==> src/fcf_pkg.sv <==
// fcf_pkg: offsets, field positions and reset values of the flash
// command-index and fault-inject configuration bank.
// assumes an APB slave with 32-bit data and an 8-bit byte address.
package fcf_pkg;
  // ----------------------------------------------------------------
  // register indices, byte address is four times the index
  // ----------------------------------------------------------------
  localparam int unsigned FCF_IDX_CMD_INDEX = 'h2;
  localparam int unsigned FCF_IDX_CONFIG    = 'h4;
  localparam int unsigned FCF_IDX_ERR_CFG   = 'h5;
  localparam int unsigned FCF_IDX_STATUS    = 'h6;
  localparam int unsigned FCF_IDX_ERR_STAT  = 'h7;
  localparam int unsigned FCF_IDX_CMD_WORD  = 'ha;
  localparam int unsigned FCF_IDX_FACTORY   = 'hc;
  localparam int unsigned FCF_IDX_ECC_CAP   = 'he;
  localparam int unsigned FCF_ADDR_W        = 8;
  localparam logic [7:0] FCF_ADDR_CMD_INDEX = 8'(4 * FCF_IDX_CMD_INDEX);
  localparam logic [7:0] FCF_ADDR_CONFIG    = 8'(4 * FCF_IDX_CONFIG);
  localparam logic [7:0] FCF_ADDR_ERR_CFG   = 8'(4 * FCF_IDX_ERR_CFG);
  localparam logic [7:0] FCF_ADDR_STATUS    = 8'(4 * FCF_IDX_STATUS);
  localparam logic [7:0] FCF_ADDR_ERR_STAT  = 8'(4 * FCF_IDX_ERR_STAT);
  localparam logic [7:0] FCF_ADDR_CMD_WORD  = 8'(4 * FCF_IDX_CMD_WORD);
  localparam logic [7:0] FCF_ADDR_FACTORY   = 8'(4 * FCF_IDX_FACTORY);
  localparam logic [7:0] FCF_ADDR_ECC_CAP   = 8'(4 * FCF_IDX_ECC_CAP);
  // ----------------------------------------------------------------
  // field positions
  // ----------------------------------------------------------------
  localparam int unsigned FCF_SEL_W        = 3;
  localparam int unsigned FCF_CFG_DONE_IE  = 7;
  localparam int unsigned FCF_CFG_IGN_SF   = 4;
  localparam int unsigned FCF_CFG_FORCE_DF = 1;
  localparam int unsigned FCF_CFG_FORCE_SF = 0;
  localparam int unsigned FCF_ECFG_DF_IE   = 1;
  localparam int unsigned FCF_ECFG_SF_IE   = 0;
  localparam int unsigned FCF_STAT_DONE    = 7;
  localparam int unsigned FCF_ESTAT_DF     = 1;
  localparam int unsigned FCF_ESTAT_SF     = 0;
  localparam logic [7:0]  FCF_CFG_MASK     = 8'h93;
  localparam logic [7:0]  FCF_ECFG_MASK    = 8'h03;
  // ----------------------------------------------------------------
  // values after reset
  // ----------------------------------------------------------------
  localparam logic [7:0] FCF_CFG_RST   = 8'h00;
  localparam logic [7:0] FCF_ECFG_RST  = 8'h00;
  localparam logic [2:0] FCF_SEL_RST   = 3'h0;
  localparam logic       FCF_DONE_RST  = 1'b1;
endpackage : fcf_pkg

==> src/fcf_regs.sv <==
// fcf_regs: command-object index, factory-test reserved register and
// flash configuration with ecc fault injection, behind an apb slave.
// assumes the command engine and ecc checker run on ref_clk_in and
// give one-cycle pulses; apb answers with no wait state while ce_in high.
//
// Added by the designer: the APB register port.
`timescale 1ns/1ps
// Contract
// - index field picks the command-object word that array accesses reach
// - index register keeps only its index bits, others read zero
// - factory-test register reads zero and ignores writes
// - configuration keeps four bits writable, the rest read zero
// - done interrupt requested while done flag and its enable are set
// - ignore bit hides real single faults from flag and interrupt
// - force-double bit makes every array read set double flag
// - forced double fault interrupts only with double enable set
// - forced double keeps ecc capture unless a real double or unignored single fault
// - without forcing, double flag sets only on a real double fault
// - force-single bit makes every array read set single flag
// - forced single fault interrupts only with single enable set
// - forced single keeps ecc capture unless a real unignored single or double fault
// - without forcing, single flag sets only on a real single fault
// - writing one to a set done flag clears it and launches a command
// - double interrupt requested while double flag and enable set
module fcf_regs
  import fcf_pkg::*;
#(
  parameter int unsigned WORD_W = 16,
  parameter int unsigned DEPTH  = 8
) (
  // clock, reset, enable
  input  wire logic                  ref_clk_in,
  input  wire logic                  rstn_in,
  input  wire logic                  ce_in,
  // apb slave
  input  wire logic                  psel_in,
  input  wire logic                  penable_in,
  input  wire logic                  pwrite_in,
  input  wire logic [FCF_ADDR_W-1:0] paddr_in,
  input  wire logic [31:0]           pwdata_in,
  output logic      [31:0]           prdata_out,
  output logic                       pready_out,
  output logic                       pslverr_out,
  // command engine
  input  wire logic                  cmd_done_in,
  input  wire logic                  cmd_violation_in,
  output logic                       cmd_launch_out,
  output logic      [FCF_SEL_W-1:0]  cmd_word_select_out,
  output logic      [WORD_W-1:0]     cmd_word_out,
  // array read path
  input  wire logic                  array_read_in,
  input  wire logic                  ecc_single_in,
  input  wire logic                  ecc_double_in,
  input  wire logic [WORD_W-1:0]     ecc_info_in,
  // interrupt requests
  output logic                       cmd_done_irq_out,
  output logic                       double_fault_irq_out,
  output logic                       single_fault_irq_out
);
  // ----------------------------------------------------------------
  // elaboration checks
  // ----------------------------------------------------------------
  if (DEPTH != (1 << FCF_SEL_W)) begin : g_bad_depth
    $error("DEPTH must equal the index range");
  end
  if (WORD_W < 1 || WORD_W > 32) begin : g_bad_width
    $error("WORD_W must be 1 to 32");
  end

  // ----------------------------------------------------------------
  // state
  // ----------------------------------------------------------------
  logic [FCF_SEL_W-1:0] cmd_word_select;
  logic [7:0]           flash_configuration;
  logic [7:0]           error_config_reg;
  logic                 cmd_done_flag;
  logic                 double_fault_flag;
  logic                 single_fault_flag;
  logic [WORD_W-1:0]    ecc_error_capture;
  logic [WORD_W-1:0]    command_object_array [DEPTH];

  // ----------------------------------------------------------------
  // apb decode
  // ----------------------------------------------------------------
  logic       setup;
  logic       wr;
  logic       hit;
  logic [7:0] wbyte;
  logic [31:0] next_rdata;

  assign setup = ce_in & psel_in & ~penable_in;
  assign wr    = ce_in & psel_in & penable_in & pwrite_in;
  assign wbyte = pwdata_in[7:0];
  assign pready_out = ce_in;

  always_comb begin
    hit        = 1'b1;
    next_rdata = 32'h0000_0000;
    unique case (paddr_in)
      FCF_ADDR_CMD_INDEX: next_rdata = 32'(cmd_word_select);
      FCF_ADDR_CONFIG:    next_rdata = 32'(flash_configuration);
      FCF_ADDR_ERR_CFG:   next_rdata = 32'(error_config_reg);
      FCF_ADDR_STATUS:    next_rdata = 32'(cmd_done_flag) << FCF_STAT_DONE;
      FCF_ADDR_ERR_STAT: begin
        next_rdata[FCF_ESTAT_DF] = double_fault_flag;
        next_rdata[FCF_ESTAT_SF] = single_fault_flag;
      end
      FCF_ADDR_CMD_WORD:  next_rdata = 32'(command_object_array[cmd_word_select]);
      FCF_ADDR_FACTORY:   next_rdata = 32'h0000_0000;
      FCF_ADDR_ECC_CAP:   next_rdata = 32'(ecc_error_capture);
      default:            hit = 1'b0;
    endcase
  end

  // read data and error are taken in the setup cycle
  always_ff @(posedge ref_clk_in or negedge rstn_in) begin
    if (!rstn_in) begin
      prdata_out  <= 32'h0000_0000;
      pslverr_out <= 1'b0;
    end else if (setup) begin
      prdata_out  <= pwrite_in ? 32'h0000_0000 : next_rdata;
      pslverr_out <= ~hit;
    end
  end

  // ----------------------------------------------------------------
  // index and command-object array
  // ----------------------------------------------------------------
  always_ff @(posedge ref_clk_in or negedge rstn_in) begin
    if (!rstn_in) begin
      cmd_word_select <= FCF_SEL_RST;
    end else if (wr && paddr_in == FCF_ADDR_CMD_INDEX) begin
      cmd_word_select <= wbyte[FCF_SEL_W-1:0];
    end
  end

  always_ff @(posedge ref_clk_in or negedge rstn_in) begin
    if (!rstn_in) begin
      for (int i = 0; i < DEPTH; i++) begin
        command_object_array[i] <= '0;
      end
    end else if (wr && paddr_in == FCF_ADDR_CMD_WORD) begin
      command_object_array[cmd_word_select] <= pwdata_in[WORD_W-1:0];
    end
  end

  always_ff @(posedge ref_clk_in or negedge rstn_in) begin
    if (!rstn_in) begin
      cmd_word_select_out <= FCF_SEL_RST;
      cmd_word_out        <= '0;
    end else if (ce_in) begin
      cmd_word_select_out <= cmd_word_select;
      cmd_word_out        <= command_object_array[cmd_word_select];
    end
  end

  // ----------------------------------------------------------------
  // configuration registers
  // ----------------------------------------------------------------
  always_ff @(posedge ref_clk_in or negedge rstn_in) begin
    if (!rstn_in) begin
      flash_configuration <= FCF_CFG_RST;
    end else if (wr && paddr_in == FCF_ADDR_CONFIG) begin
      flash_configuration <= wbyte & FCF_CFG_MASK;
    end
  end

  always_ff @(posedge ref_clk_in or negedge rstn_in) begin
    if (!rstn_in) begin
      error_config_reg <= FCF_ECFG_RST;
    end else if (wr && paddr_in == FCF_ADDR_ERR_CFG) begin
      error_config_reg <= wbyte & FCF_ECFG_MASK;
    end
  end

  logic force_df;
  logic force_sf;
  logic ign_sf;
  assign force_df = flash_configuration[FCF_CFG_FORCE_DF];
  assign force_sf = flash_configuration[FCF_CFG_FORCE_SF];
  assign ign_sf   = flash_configuration[FCF_CFG_IGN_SF];

  // ----------------------------------------------------------------
  // command done flag and launch
  // ----------------------------------------------------------------
  logic launch;
  logic done_set;
  assign launch   = wr && paddr_in == FCF_ADDR_STATUS && wbyte[FCF_STAT_DONE] && cmd_done_flag;
  assign done_set = ce_in & (cmd_done_in | cmd_violation_in);

  always_ff @(posedge ref_clk_in or negedge rstn_in) begin
    if (!rstn_in) begin
      cmd_done_flag  <= FCF_DONE_RST;
      cmd_launch_out <= 1'b0;
    end else if (ce_in) begin
      cmd_launch_out <= launch;
      if (done_set) begin
        cmd_done_flag <= 1'b1;
      end else if (launch) begin
        cmd_done_flag <= 1'b0;
      end
    end
  end

  // ----------------------------------------------------------------
  // fault flags and ecc capture
  // ----------------------------------------------------------------
  logic rd;
  logic real_sf;
  logic real_df;
  logic clr_df;
  logic clr_sf;
  assign rd      = ce_in & array_read_in;
  assign real_df = rd & ecc_double_in;
  assign real_sf = rd & ecc_single_in & ~ign_sf;
  assign clr_df  = wr && paddr_in == FCF_ADDR_ERR_STAT && wbyte[FCF_ESTAT_DF];
  assign clr_sf  = wr && paddr_in == FCF_ADDR_ERR_STAT && wbyte[FCF_ESTAT_SF];

  // a set in the same cycle as a clear wins
  always_ff @(posedge ref_clk_in or negedge rstn_in) begin
    if (!rstn_in) begin
      double_fault_flag <= 1'b0;
    end else if (real_df || (rd && force_df)) begin
      double_fault_flag <= 1'b1;
    end else if (clr_df) begin
      double_fault_flag <= 1'b0;
    end
  end

  always_ff @(posedge ref_clk_in or negedge rstn_in) begin
    if (!rstn_in) begin
      single_fault_flag <= 1'b0;
    end else if (real_sf || (rd && force_sf)) begin
      single_fault_flag <= 1'b1;
    end else if (clr_sf) begin
      single_fault_flag <= 1'b0;
    end
  end

  // only genuine faults load the capture, forced ones never
  always_ff @(posedge ref_clk_in or negedge rstn_in) begin
    if (!rstn_in) begin
      ecc_error_capture <= '0;
    end else if (real_df || real_sf) begin
      ecc_error_capture <= ecc_info_in;
    end
  end

  // ----------------------------------------------------------------
  // interrupt levels
  // ----------------------------------------------------------------
  assign cmd_done_irq_out     = cmd_done_flag & flash_configuration[FCF_CFG_DONE_IE];
  assign double_fault_irq_out = double_fault_flag & error_config_reg[FCF_ECFG_DF_IE];
  assign single_fault_irq_out = single_fault_flag & error_config_reg[FCF_ECFG_SF_IE];
endmodule : fcf_regs

==> config.mk <==
export PLATFORM = sky130hd
export DESIGN_NAME = fcf_regs
export DESIGN_NICKNAME = d
export VERILOG_FILES = /design/src/fcf_pkg.sv /design/src/fcf_regs.sv
export SDC_FILE = /design/constraint.sdc
export NUM_CORES = 1
export LEC_CHECK = 0
export BUFFER_PORTS_ARGS = -buffer_cell sky130_fd_sc_hd__buf_2
export CAP_MARGIN = 25
export CORE_MARGIN = 1
export CORE_UTILIZATION = 52
export DETAILED_ROUTE_END_ITERATION = 12
export GPL_TIMING_DRIVEN = 0
export HOLD_SLACK_MARGIN = 0.02
export PLACE_DENSITY = 0.76
export SLEW_MARGIN = 20
export SYNTH_ARGS = -nofsm -noshare
export SYNTH_HDL_FRONTEND = slang
export SYNTH_SLANG_ARGS = --single-unit
export TNS_END_PERCENT = 10
==> constraint.sdc <==
create_clock -name ref_clk_in -period 2.3 [get_ports ref_clk_in]
set_clock_uncertainty 0.2 [all_clocks]
set_input_delay 0.115 -clock ref_clk_in [delete_from_list [all_inputs] [get_ports ref_clk_in]]
set_output_delay 0.115 -clock ref_clk_in [all_outputs]
set_load 0.005 [all_outputs]
After elaboration in Yosys (flattened, before gate mapping)

Index checks and enable logic that the tools add are counted.

Register bits after elaboration: 209
Bits of input ports: 67
Output and inout bits: 57
Logic and storage cells: 84

Magnitude comparators: 2
Equal/unequal tests: 8
Muxes and demuxes: 16
Bitwise gates (word level): 17
Reductions and logical operators: 21

Operators by type and width:

| kind                 | count |
|---|---|
| $bwmux W128          | 1 |
| $pmux W14 S5         | 1 |
| $bmux W16 S3         | 1 |
| $demux W16 S3        | 1 |
| $mux W16             | 3 |
| $eq A8 B5 Y1 const B | 4 |
| $mux W32             | 1 |
| $eq A8 B6 Y1 const B | 3 |
| $logic_and A1 B1 Y1  | 13 |
| $and A1 B1 Y1        | 12 |
| $pmux W2 S6          | 1 |
| $eq A8 B4 Y1 const B | 1 |
| $reduce_or A8 Y1     | 1 |
| $mux W1              | 7 |
| $reduce_bool A2 Y1   | 3 |
| $ge A4 B4 Y1 const B | 1 |
| $lt A4 B1 Y1 const B | 1 |
| $not A3 Y4           | 1 |
| $logic_or A1 B1 Y1   | 3 |
| $not A1 Y1           | 3 |
| $reduce_and A2 Y1    | 1 |
| $or A1 B1 Y1         | 1 |

Depth between registers and ports, before layout

Gate-level depths: netlist (run 1).

Depth in word-level cells: 8
Gate-level depth with buffers: 10
Mapped depth without buffers: 5

Worst setup path after synthesis (run 1)

OpenSTA, ideal clock, no wires.

Path type: reg-to-reg
Start: register cmd_word_select[0]
End: register command_object_array[102] (netlist bit)
Setup time: 0.125 ns
Arrival time: 1.987 ns
Data required time: 1.975 ns
Path slack: -0.012 ns
Stages on the path, launching flop included: 7
Path buffers: 3
Period minus slack after synthesis: 2.312 ns
Cell sequence: dfrtp_1 clkbuf_1 inv_1 clkbuf_1 nor3_2 buf_2 mux2_2

Word-level cells in the longest chain between the ends: 6
Elaborated cells between the ends (all ways): 7

Ends and longest elaborated chain:

| item                                                               | line            | text |
|---|---|---|
| start, declared                                                    | fcf_regs.sv:73  | `logic [FCF_SEL_W-1:0] cmd_word_select;` |
| start signal, assigned                                             | fcf_regs.sv:133 | `cmd_word_select <= wbyte[FCF_SEL_W-1:0];` |
| $not A3 Y4 (not written as such) *                                 | fcf_regs.sv:143 | `command_object_array[cmd_word_select] <= pwdata_in[WORD_W-1:0];` |
| $ge A4 B4 Y1 (not written as such) or $lt A4 B1 Y1 (tied branches) | fcf_regs.sv:143 |  |
| $logic_and A1 B1 Y1 (not written as such)                          | fcf_regs.sv:143 |  |
| $mux W16 (not written as such)                                     | fcf_regs.sv:143 |  |
| $demux W16 S3 *                                                    | fcf_regs.sv:143 |  |
| $bwmux W128 *                                                      | fcf_regs.sv:143 |  |
| end signal, assigned by index                                      | fcf_regs.sv:143 |  |
| end, declared                                                      | fcf_regs.sv:80  | `logic [WORD_W-1:0] command_object_array [DEPTH];` |

Mark *: on every way between the ends. The rest lies on a longest branch, timed or not.
A chain may end at the register's enable or synchronous reset.

Final worst setup path (run 1)

Start: register cmd_word_select[1]
End: register command_object_array[22] (netlist bit)

Same word-level chain as after synthesis.

==> impl_metrics.toml, run 1 <==
[status]
status = "finished clean"

[synth]
synth_edf_count = 0
yosysSeqAreaShare_pct = 53.87
synth_compound_area_share_pct = 8.888
yosys_warnings = 0
synthAdderAreaFrac_pct = 0
synth_ff_type = "dfrtp_1"
synthArstFlopShare_pct = 100.0
synth.area.mux_share_pct = 26.30
syn_area_per_cell_sq_um = 12.81
synth_cell_types = 54
ys_ff_latch = 193
syn-cell-area_sq_um = 8967
synth_top_family_by_area = "multiplexers"
syn_inst = 700
yosys.area_share.xor_xnor_pct = 0.09767
synthSimpleGateAreaFrac_pct = 6.279

[global_routing]
antenna_found_initial = 0
grt_usage_pct = 25.97
grt_overflow = 0
grt_max_degree = 99
grt_pass1_wl_um = 35070
grt_pass1_vias = 6425

[die]
rows = 47
boundaryPins = 124
fp.dieH_um = 133.3
initial_core_util_pct = 53.69
coreArea_sq_um = 16700
die_x_um = 133.3
die-area_sq_um = 17770

[clock_tree]
cts_tree = "done"
clockRootBuffer = "clkbuf_16"
cts.clk_slew.worst_paths_ns = 0.07
cts_num_sinks = 193
cts_buffer_depth = 2
htreeDepth = 4
insertion_delay_ns = 0.44
numCtsBuffers = 17

[critical_path]
cp.arrival_ns = 2.38
critPathMaxFanout = 10
slowest_stage = "or4_4"
max_stage_delay_ns = 0.46
crit_required_ns = 2.42
start_kind = "flip-flop"
worstSetupPathType = "flip-flop to flip-flop"
cp-end-kind = "flip-flop"
path_buf_inv = 3
path_cells = "buf_2 > nand2_1 > or4_4 > buf_6 > buf_12 > mux2_4"
critPathTopFamily = "simple AND/OR/NAND/NOR gates"

[sta]
post-route-period-util_pct = 97.99
relSlewSlack_pct = 52.47
fin_ws_ns = 0.04621
fmax_mhz = 443.7
drv_slew = 0
tightestPinTransition_ns = 0.7129
finalHoldViolCount = 0
setup_viol = 0
layout_min_cycle_time_ns = 2.254
setup_tns_ns = 0

[hold_path]
min_path_type = "input pin to flip-flop"

[placed_design]
place_area_sq_um = 9772
port-buffer-count = 87
place_congestion = 0.9008
pre_cts_ws_ns = -0.9559
place_hpwl_um = 14390

[power]
power.total_mw = 6.822
pwr-share-comb_pct = 6.7
seqPwrFrac_pct = 51.6
p_int_mw = 5.165
p_per_area_nw_per_um2 = 620.8
power_leakage_nw = 5.524
peakVddDrop_mv = 0.4650
switching_share_pct = 24.29
p_sw_mw = 1.657
p_clk_share_pct = 41.7

[final_layout]
fin_util_pct = 65.80
fill_cells = 1212
top_register = "command_object_array"
drive_above_1_share_pct = 41.60
syn2layout_area_growth_pct = 22.55
num-nets-final = 941
diodes = 0
largest_reg_flops = 128
final_cell_area_sq_um = 10990

[routing]
wl_per_cell_um = 19.81
ant_nets = 0
wl_um = 21930
via_per_inst = 5.728
drt-pass1-iter-count = 6
drt_iter0_drc = 449
drcViolationCount = 0
via_count = 6341

[run]
maxCapViolCount = 0
==> layout by cell type (no fill, tap or decap), types with 5 or more instances in the layout <==
cell	count
dfrtp_1	192
mux2_2	157
buf_2	92
dlygate4sd3_1	49
mux2i_1	34
a22oi_1	34
nor2_1	33
a21oi_1	27
buf_4	26
o21ai_0	25
nand2_1	21
clkbuf_16	17
conb_1	16
clkbuf_1	14
mux2_4	13
o22ai_1	11
a211oi_1	10
buf_6	7
clkbuf_2	7
and2_1	6
clkbuf_4	5
inv_1	5
==> cell usage after synthesis (13+ instances only) <==
cell | instances | area, sq um
buf_4 | 18 | 135.1
mux2_4 | 13 | 195.2
nand2_1 | 21 | 78.83
a21oi_1 | 27 | 135.1
nor2_1 | 36 | 135.1
clkbuf_1 | 28 | 105.1
dfrtp_1 | 192 | 4805
o21ai_0 | 25 | 125.1
a22oi_1 | 34 | 255.2
mux2i_1 | 35 | 350.3
mux2_2 | 157 | 1768
==> worst paths after layout <==
path                                                           start  slack, ns                                    to  cells past startpoint
worst min-delay path                                     paddr_in[6]       0.03             prdata_out[0]$_DFFE_PN0P_                      6
min in group asynchronous                                    rstn_in       0.10  command_object_array[52]$_DFFE_PN0P_                      2
worst min register to register  command_object_array[92]$_DFFE_PN0P_       0.30  command_object_array[92]$_DFFE_PN0P_                      1
worst max-delay path                  cmd_word_select[1]$_DFFE_PN0P_       0.05  command_object_array[22]$_DFFE_PN0P_                      6
worst max register to register        cmd_word_select[1]$_DFFE_PN0P_       0.05  command_object_array[22]$_DFFE_PN0P_                      6
max in group asynchronous                                    rstn_in       0.90          cmd_word_out[13]$_DFFE_PN0P_                      3
==> per-layer routing <==
metal  part of all wire (%)  track usage (%)  up-vias
met5                      0                0        -
met4                    2.0            9.407        0
li1                       -                -     2869
met3                    6.9            5.403       45
met2                     47            41.00      266
met1                     44            35.57     3161
==> power by group through the flow <==
stage / Combinational (mW) / Sequential, mW / Clock, mW
2_1_floorplan: 0.180 / 3.57 / 0
3_3_place_gp: 0.377 / 3.58 / 0
3_5_place_dp: 0.389 / 3.58 / 0
4_1_cts: 0.453 / 3.52 / 2.89
5_1_grt: 0.509 / 3.52 / 3.02
6_report: 0.459 / 3.52 / 2.85
==> per-stage QoR <==
stage          instances  hold WS, ns
3_5_place_dp        1023    -0.008132
3_3_place_gp        1022       0.1503
6_report            1107      0.03452
4_1_cts             1108      0.02249
2_1_floorplan        715      -0.3806
5_1_grt             1107      0.05288
==> timing repair <==
item                                    CTS  global route
endpoints found under the hold margin   234             0
setup buffers                             4             0
endpoints found under the setup margin  129            89
resized for setup                        24            33
hold buffers                             49             0
pin swaps                                 4             0
==> kinds of logic (layout without fill, tap and decap cells) <==
kind of cell	after synthesis	count (layout)
other cells	1	16
xor+xnor	1	1
simple gates	102	102
mux	207	207
buf+inv	72	244
flops	193	193
compound gates	124	124
==> worst register-to-register path, cell delays in order, from the launching register on <==
cell and delay, ns:
dfrtp_1 0.34, buf_2 0.26, nand2_1 0.25, or4_4 0.47
buf_6 0.16, buf_12 0.16, mux2_4 0.30
==> final cells by class <==
cell class                 count  area, sq um  area share, %
inverter                       5        18.77         0.1708
sequential                   193         4831          43.96
tap                          220        275.3          2.505
clock buffer                  19        452.9          4.122
clock inverter                13        123.9          1.127
multi-input combinational    450         3850          35.03
buffer                        66        444.2          4.042
timing repair buffer         141        993.5          9.040
Note: power is estimated with default switching activity, not from simulation.
==> run 2: changes to the inputs <==
ABC_AREA = 1   (was unset)
CORE_UTILIZATION = 53   (was 52)
PLACE_DENSITY = 0.77   (was 0.76)
==> run 2 against run 1 <==
Fmax up 0.54%; clock power grew 8.8%; die area grew 3.7%; non-clock buffer count grew 8; first-iteration DRC count rose by 62%; area after synthesis increased by 5.7%; critical path type unchanged; largest cell class unchanged; highest routed layer unchanged.
==> impl_metrics.toml, run 2 <==
[die]
coreArea_sq_um = 17360
boundaryPins = 124
initial_core_util_pct = 54.61
rows = 48
die-area_sq_um = 18420
die_x_um = 135.7
fp.dieH_um = 135.7

[final_layout]
largest_reg_flops = 128
top_register = "command_object_array"
mostFrequentLayoutCell = "nand2_1"
final_cell_area_sq_um = 11410
final_cell_mix = "nand2_1, dfrtp_1, nand3_1"
drive_above_1_share_pct = 21.34
fill_cells = 1484
num-nets-final = 1366
fin_util_pct = 65.74
syn2layout_area_growth_pct = 20.38
finalNonFillerCells = 1537
diodes = 0

[clock_tree]
htreeDepth = 4
numCtsBuffers = 17
cts_tree = "done"
cts.clk_slew.worst_paths_ns = 0.07
insertion_delay_ns = 0.44
postCtsSetupBuffers = 0
cts_buffer_depth = 2
cts_num_sinks = 193
clockRootBuffer = "clkbuf_16"

[sta]
relSlewSlack_pct = 51.48
fin_ws_ns = 0.05829
tightestPinTransition_ns = 0.7278
setup_tns_ns = 0
setup_viol = 0
rsz0062_at_grt = "true"
drv_slew = 0
fmax_mhz = 446.1
finalHoldViolCount = 0
layout_min_cycle_time_ns = 2.242
worst_hold_slack_ns = 0.04321
post-route-period-util_pct = 97.47

[power]
peakVddDrop_mv = 0.5397
p_per_area_nw_per_um2 = 616.4
power.total_mw = 7.033
power_leakage_nw = 5.730

[routing]
via_per_inst = 5.306
drcViolationCount = 0
ant_nets = 0
drt_iter0_drc = 728
wl_per_cell_um = 16.44
drt-pass1-iter-count = 8
wl_um = 25270
via_count = 8155

[critical_path]
crit_required_ns = 2.43
start_kind = "flip-flop"
critPathMostFrequentCell = "nand2_1"
slowest_stage = "clkbuf_1"
path_buf_inv = 3
r2r_cells = 10
worstSetupPathType = "flip-flop to flip-flop"
crit_start = "cmd_word_select[0]$_DFFE_PN0P_"
path_cells = "inv_1 > buf_2 > clkbuf_1 > nand2_1 > nand3_1 > nand3_1 > o21ai_0 > nand2_1 > nand2_1 > nand2_1"
critPathTopFamily = "buffers and inverters"
critPathMaxFanout = 10
cp.arrival_ns = 2.37
r2r_start = "cmd_word_select[0]$_DFFE_PN0P_"
crit_cells = 10
cp-end-kind = "flip-flop"
max_stage_delay_ns = 0.45

[synth]
synth_ff_type = "dfrtp_1"
yosysSeqAreaShare_pct = 50.96
synth_cell_types = 31
ys_ff_latch = 193
ys_top_cells_by_count = "nand2_1, dfrtp_1, nand3_1"
yosys_warnings = 0
synthArstFlopShare_pct = 100.0
syn-cell-area_sq_um = 9479
synth_edf_count = 0
syn_inst = 1126
syn_area_per_cell_sq_um = 8.418
yosys-top-cells-area = "dfrtp_1, nand2_1, nand3_1"
synth_top_area_cell = "dfrtp_1"
synth_top_area_share_pct = 50.69
post-synth-top-count-cell = "nand2_1"

[global_routing]
grt_overflow = 0
grt_pass1_vias = 7837
grt_max_degree = 102
grt_pass1_wl_um = 40450
antenna_found_initial = 0
grt_usage_pct = 29.20

[status]
status = "finished clean"

[placed_design]
place_congestion = 0.8668
place_area_sq_um = 10300
placed_cells = 1457
place_hpwl_um = 17470
pre_cts_ws_ns = 0.06537
port-buffer-count = 90

[hold_path]
min_path_type = "input pin to flip-flop"
min_from = "paddr_in[5]"
hold_path_depth = 5

[run]
maxCapViolCount = 0
run 2: changes by cell type after synthesis, sizes merged, moves of 10 or more:
cell    delta
mux2     -154
o22ai     -11
nand2    +340
inv       +90
mux2i     -35
nand3    +117
a22oi     -34
a211oi    -10
or2       +28
o21ai    +149
buf       +16
nor2      +15
a21oi     -26
run 2: layer usage:
metal | GRT usage [%] | share of wire, % | vias up | wire (um)
met5 | 0 | 0 | - | 0
met4 | 10.74 | 2.6 | 0 | 656
met3 | 6.734 | 7.4 | 52 | 1858
met2 | 47.62 | 47 | 342 | 11840
met1 | 37.90 | 43 | 3832 | 10910
li1 | - | - | 3929 | -
run 2: cell type report:
type | count | area, sq um | area share (%)
clock inverter | 11 | 161.4 | 1.414
sequential | 193 | 4831 | 42.34
timing repair buffer | 139 | 968.4 | 8.487
multi-input combinational | 777 | 3812 | 33.41
clock buffer | 21 | 450.4 | 3.947
inverter | 95 | 356.6 | 3.125
tap | 225 | 281.5 | 2.467
buffer | 76 | 549.3 | 4.814
run 2: what timing repair did:
item,4_1_cts,5_1_grt
hold buffers,49,0
setup endpoints to repair,0,21
endpoints found under the hold margin,235,0
gates resized for setup,0,10
run 2: worst min-delay path, stage by stage:
cell and delay (ns):
buf_2 0.14, nand4_4 0.18, o21ai_1 0.10, nand2_1 0.06, nand2_1 0.04
run 2: cells by family (layout without fill, tap and decap cells):
family                 after synthesis  in the layout  share of synthesized area [%]
other                                1             16                        0.03956
buffers and inverters              171            342                          9.517
flip-flops                         193            193                          50.96
AND/OR/NAND/NOR                    565            565                          26.72
AO/OA/AOI/OAI                      180            180                          10.86
multiplexers                        16             16                          1.901
run 2: path summary, 6_finish.rpt:
kind / end / slack [ns]
setup / recovery: prdata_out[6]$_DFFE_PN0P_ / 0.06
hold / removal: prdata_out[15]$_DFFE_PN0P_ / 0.04
setup reg to reg: prdata_out[6]$_DFFE_PN0P_ / 0.06
hold reg to reg: prdata_out[7]$_DFFE_PN0P_ / 0.27
max in group asynchronous: cmd_done_flag$_DFFE_PN1P_ / 0.90
min in group asynchronous: command_object_array[22]$_DFFE_PN0P_ / 0.06
run 2: power breakdown:
group / switching, mW / internal [mW]
combinational: 0.262 / 0.185
clock: 1.26 / 1.84
sequential: 0.0321 / 3.46
==> run 3: changes to the inputs <==
CORE_MARGIN = 5   (was 1)
==> run 3 against run 2 <==
Setup slack lost 0.050 ns; hold slack improved by 0.0036 ns; sequential share of layout area is 0.10 points lower; flip-flop and latch count stayed put; non-clock buffer count grew 4; clock power fell by 7.1%; first-iteration DRC count down 5.8%; largest power group unchanged; critical path depth decreased by 1; critical path type unchanged; utilization shrank 1.4 points; sequential power is essentially flat.
==> impl_metrics.toml, run 3 (synthesis results as in run 2) <==
[status]
status = "finished clean"

[clock_tree]
cts_tree = "done"
numCtsBuffers = 17
cts_buffer_depth = 2
insertion_delay_ns = 0.44
clockRootBuffer = "clkbuf_16"
cts_num_sinks = 193
cts.clk_slew.worst_paths_ns = 0.07
htreeDepth = 4

[routing]
drt_iter0_drc = 686
drt-pass1-iter-count = 6
ant_nets = 0
drcViolationCount = 0
via_count = 8187
wl_um = 25560
via_per_inst = 5.299
wl_per_cell_um = 16.54

[critical_path]
critPathMostFrequentCell = "nand2_1"
slowest_stage = "buf_1"
path_cells = "buf_2 > buf_1 > buf_2 > nand3_1 > nand3_1 > o21ai_0 > nand2_1 > nand2_1 > nand2_1"
max_stage_delay_ns = 0.45
start_kind = "flip-flop"
path_buf_inv = 3
critPathTopFamily = "buffers and inverters"
worstSetupPathType = "flip-flop to flip-flop"
cp.arrival_ns = 2.47
cp-end-kind = "flip-flop"
crit_required_ns = 2.48
critPathMaxFanout = 10

[final_layout]
num-nets-final = 1370
ff_latch_area_sq_um = 4831
largest_reg_flops = 128
diodes = 0
drive_above_1_share_pct = 21.35
final_cell_mix = "nand2_1, dfrtp_1, nand3_1"
top_register = "command_object_array"
syn2layout_area_growth_pct = 20.67
mostFrequentLayoutCell = "nand2_1"
fill_cells = 1516
multiInputGateArea_sq_um = 3815

[sta]
relSlewSlack_pct = 52.99
tightestPinTransition_ns = 0.7051
drv_slew = 0
setup_viol = 0
finalHoldViolCount = 0
setup_tns_ns = 0
rsz0062_at_grt = "true"
layout_min_cycle_time_ns = 2.292
post-route-period-util_pct = 99.63
fmax_mhz = 436.4

[global_routing]
grt_max_degree = 84
grt_usage_pct = 25.60
grt_pass1_vias = 7911
grt_pass1_wl_um = 41000
grt_overflow = 0
antenna_found_initial = 0

[die]
die-area_sq_um = 20660
boundaryPins = 124
initial_core_util_pct = 53.31
rows = 49
coreArea_sq_um = 17780
die_x_um = 143.7
fp.dieH_um = 143.7

[placed_design]
place_hpwl_um = 17770
port-buffer-count = 90
place_congestion = 0.8788

[power]
power.total_mw = 6.827
peakVddDrop_mv = 0.4800
p_per_area_nw_per_um2 = 596.8
power_leakage_nw = 5.722

[hold_path]
min_path_type = "input pin to flip-flop"

[run]
maxCapViolCount = 0
==> run 3: cell count changes in the layout (fill, tap and decap cells not counted), sizes merged <==
| cell | change |
|---|---|
| inv | +2 |
| buf | +2 |
| clkinv | -2 |
| clkbuf | -1 |
| clkinvlp | +3 |
| bufinv | -3 |
| dlygate4sd3 | +3 |
==> run 3: where the power goes <==
group / total, mW / switching (mW) / internal [mW] / leakage [nW]
Clock: 2.88 / 1.29 / 1.58 / 0.272
Combinational: 0.460 / 0.267 / 0.193 / 2.81
Sequential: 3.49 / 0.0340 / 3.46 / 2.64
==> run 3: worst paths after layout <==
kind	startpoint	to	slack [ns]	cells past startpoint
max in group asynchronous	rstn_in	command_object_array[5]$_DFFE_PN0P_	0.63	4
min	paddr_in[3]	error_config_reg[0]$_DFFE_PN0P_	0.05	6
max	cmd_word_select[0]$_DFFE_PN0P_	prdata_out[0]$_DFFE_PN0P_	0.008	9
min reg2reg	prdata_out[11]$_DFFE_PN0P_	prdata_out[11]$_DFFE_PN0P_	0.27	2
max reg2reg	cmd_word_select[0]$_DFFE_PN0P_	prdata_out[0]$_DFFE_PN0P_	0.008	9
min in group asynchronous	rstn_in	ecc_error_capture[0]$_DFFE_PN0P_	0.51	3
==> run 3: worst register-to-register path: stages (launching register included) <==
cell,delay [ns]
dfrtp_1,0.41
buf_2,0.22
buf_1,0.45
buf_2,0.37
nand3_1,0.11
nand3_1,0.17
o21ai_0,0.12
nand2_1,0.08
nand2_1,0.05
nand2_1,0.05
==> run 3: area by class of cell <==
class | instances | share of cell area (%)
flip-flops and latches | 193 | 42.23
multi-input cells | 777 | 33.35
repair buffers | 143 | 8.970
plain buffers | 76 | 4.791
clock buffers | 21 | 4.113
inverters | 95 | 3.117
well taps | 229 | 2.505
clock inverters | 11 | 0.9188
==> run 3: layer usage <==
metal / vias up / routed length (um) / share of wire (%) / global-route usage (%)
li1: 3935 / - / - / -
met1: 3860 / 11140 / 44 / 34.94
met2: 334 / 11900 / 47 / 41.27
met3: 58 / 1829 / 7.2 / 4.359
met4: 0 / 682 / 2.7 / 9.663
met5: - / 0 / 0 / 0
==> run 3: what timing repair did <==
action                                 in CTS  in global routing
resized for setup                           0                  9
setup endpoints to repair                   0                 15
hold buffers                               52                  0
endpoints found under the hold margin     340                  0
setup buffers                               0                  0
==> run 3: through the flow <==
step | instances | area, sq um | util (%) | hold WS [ns] | worst slack, ns
after floorplan | 1141 | 9535 | - | -0.3806 | 0.6083
after global placement | 1460 | 10270 | 57.78 | 0.1486 | -2.175
after detailed placement | 1462 | 10340 | 58.14 | -0.1474 | 0.05921
after CTS | 1546 | 11430 | 64.31 | 0.03461 | 0.01912
after global routing | 1545 | 11440 | 64.34 | 0.07330 | -0.07986
final | 1545 | 11440 | 64.34 | 0.04685 | 0.008463
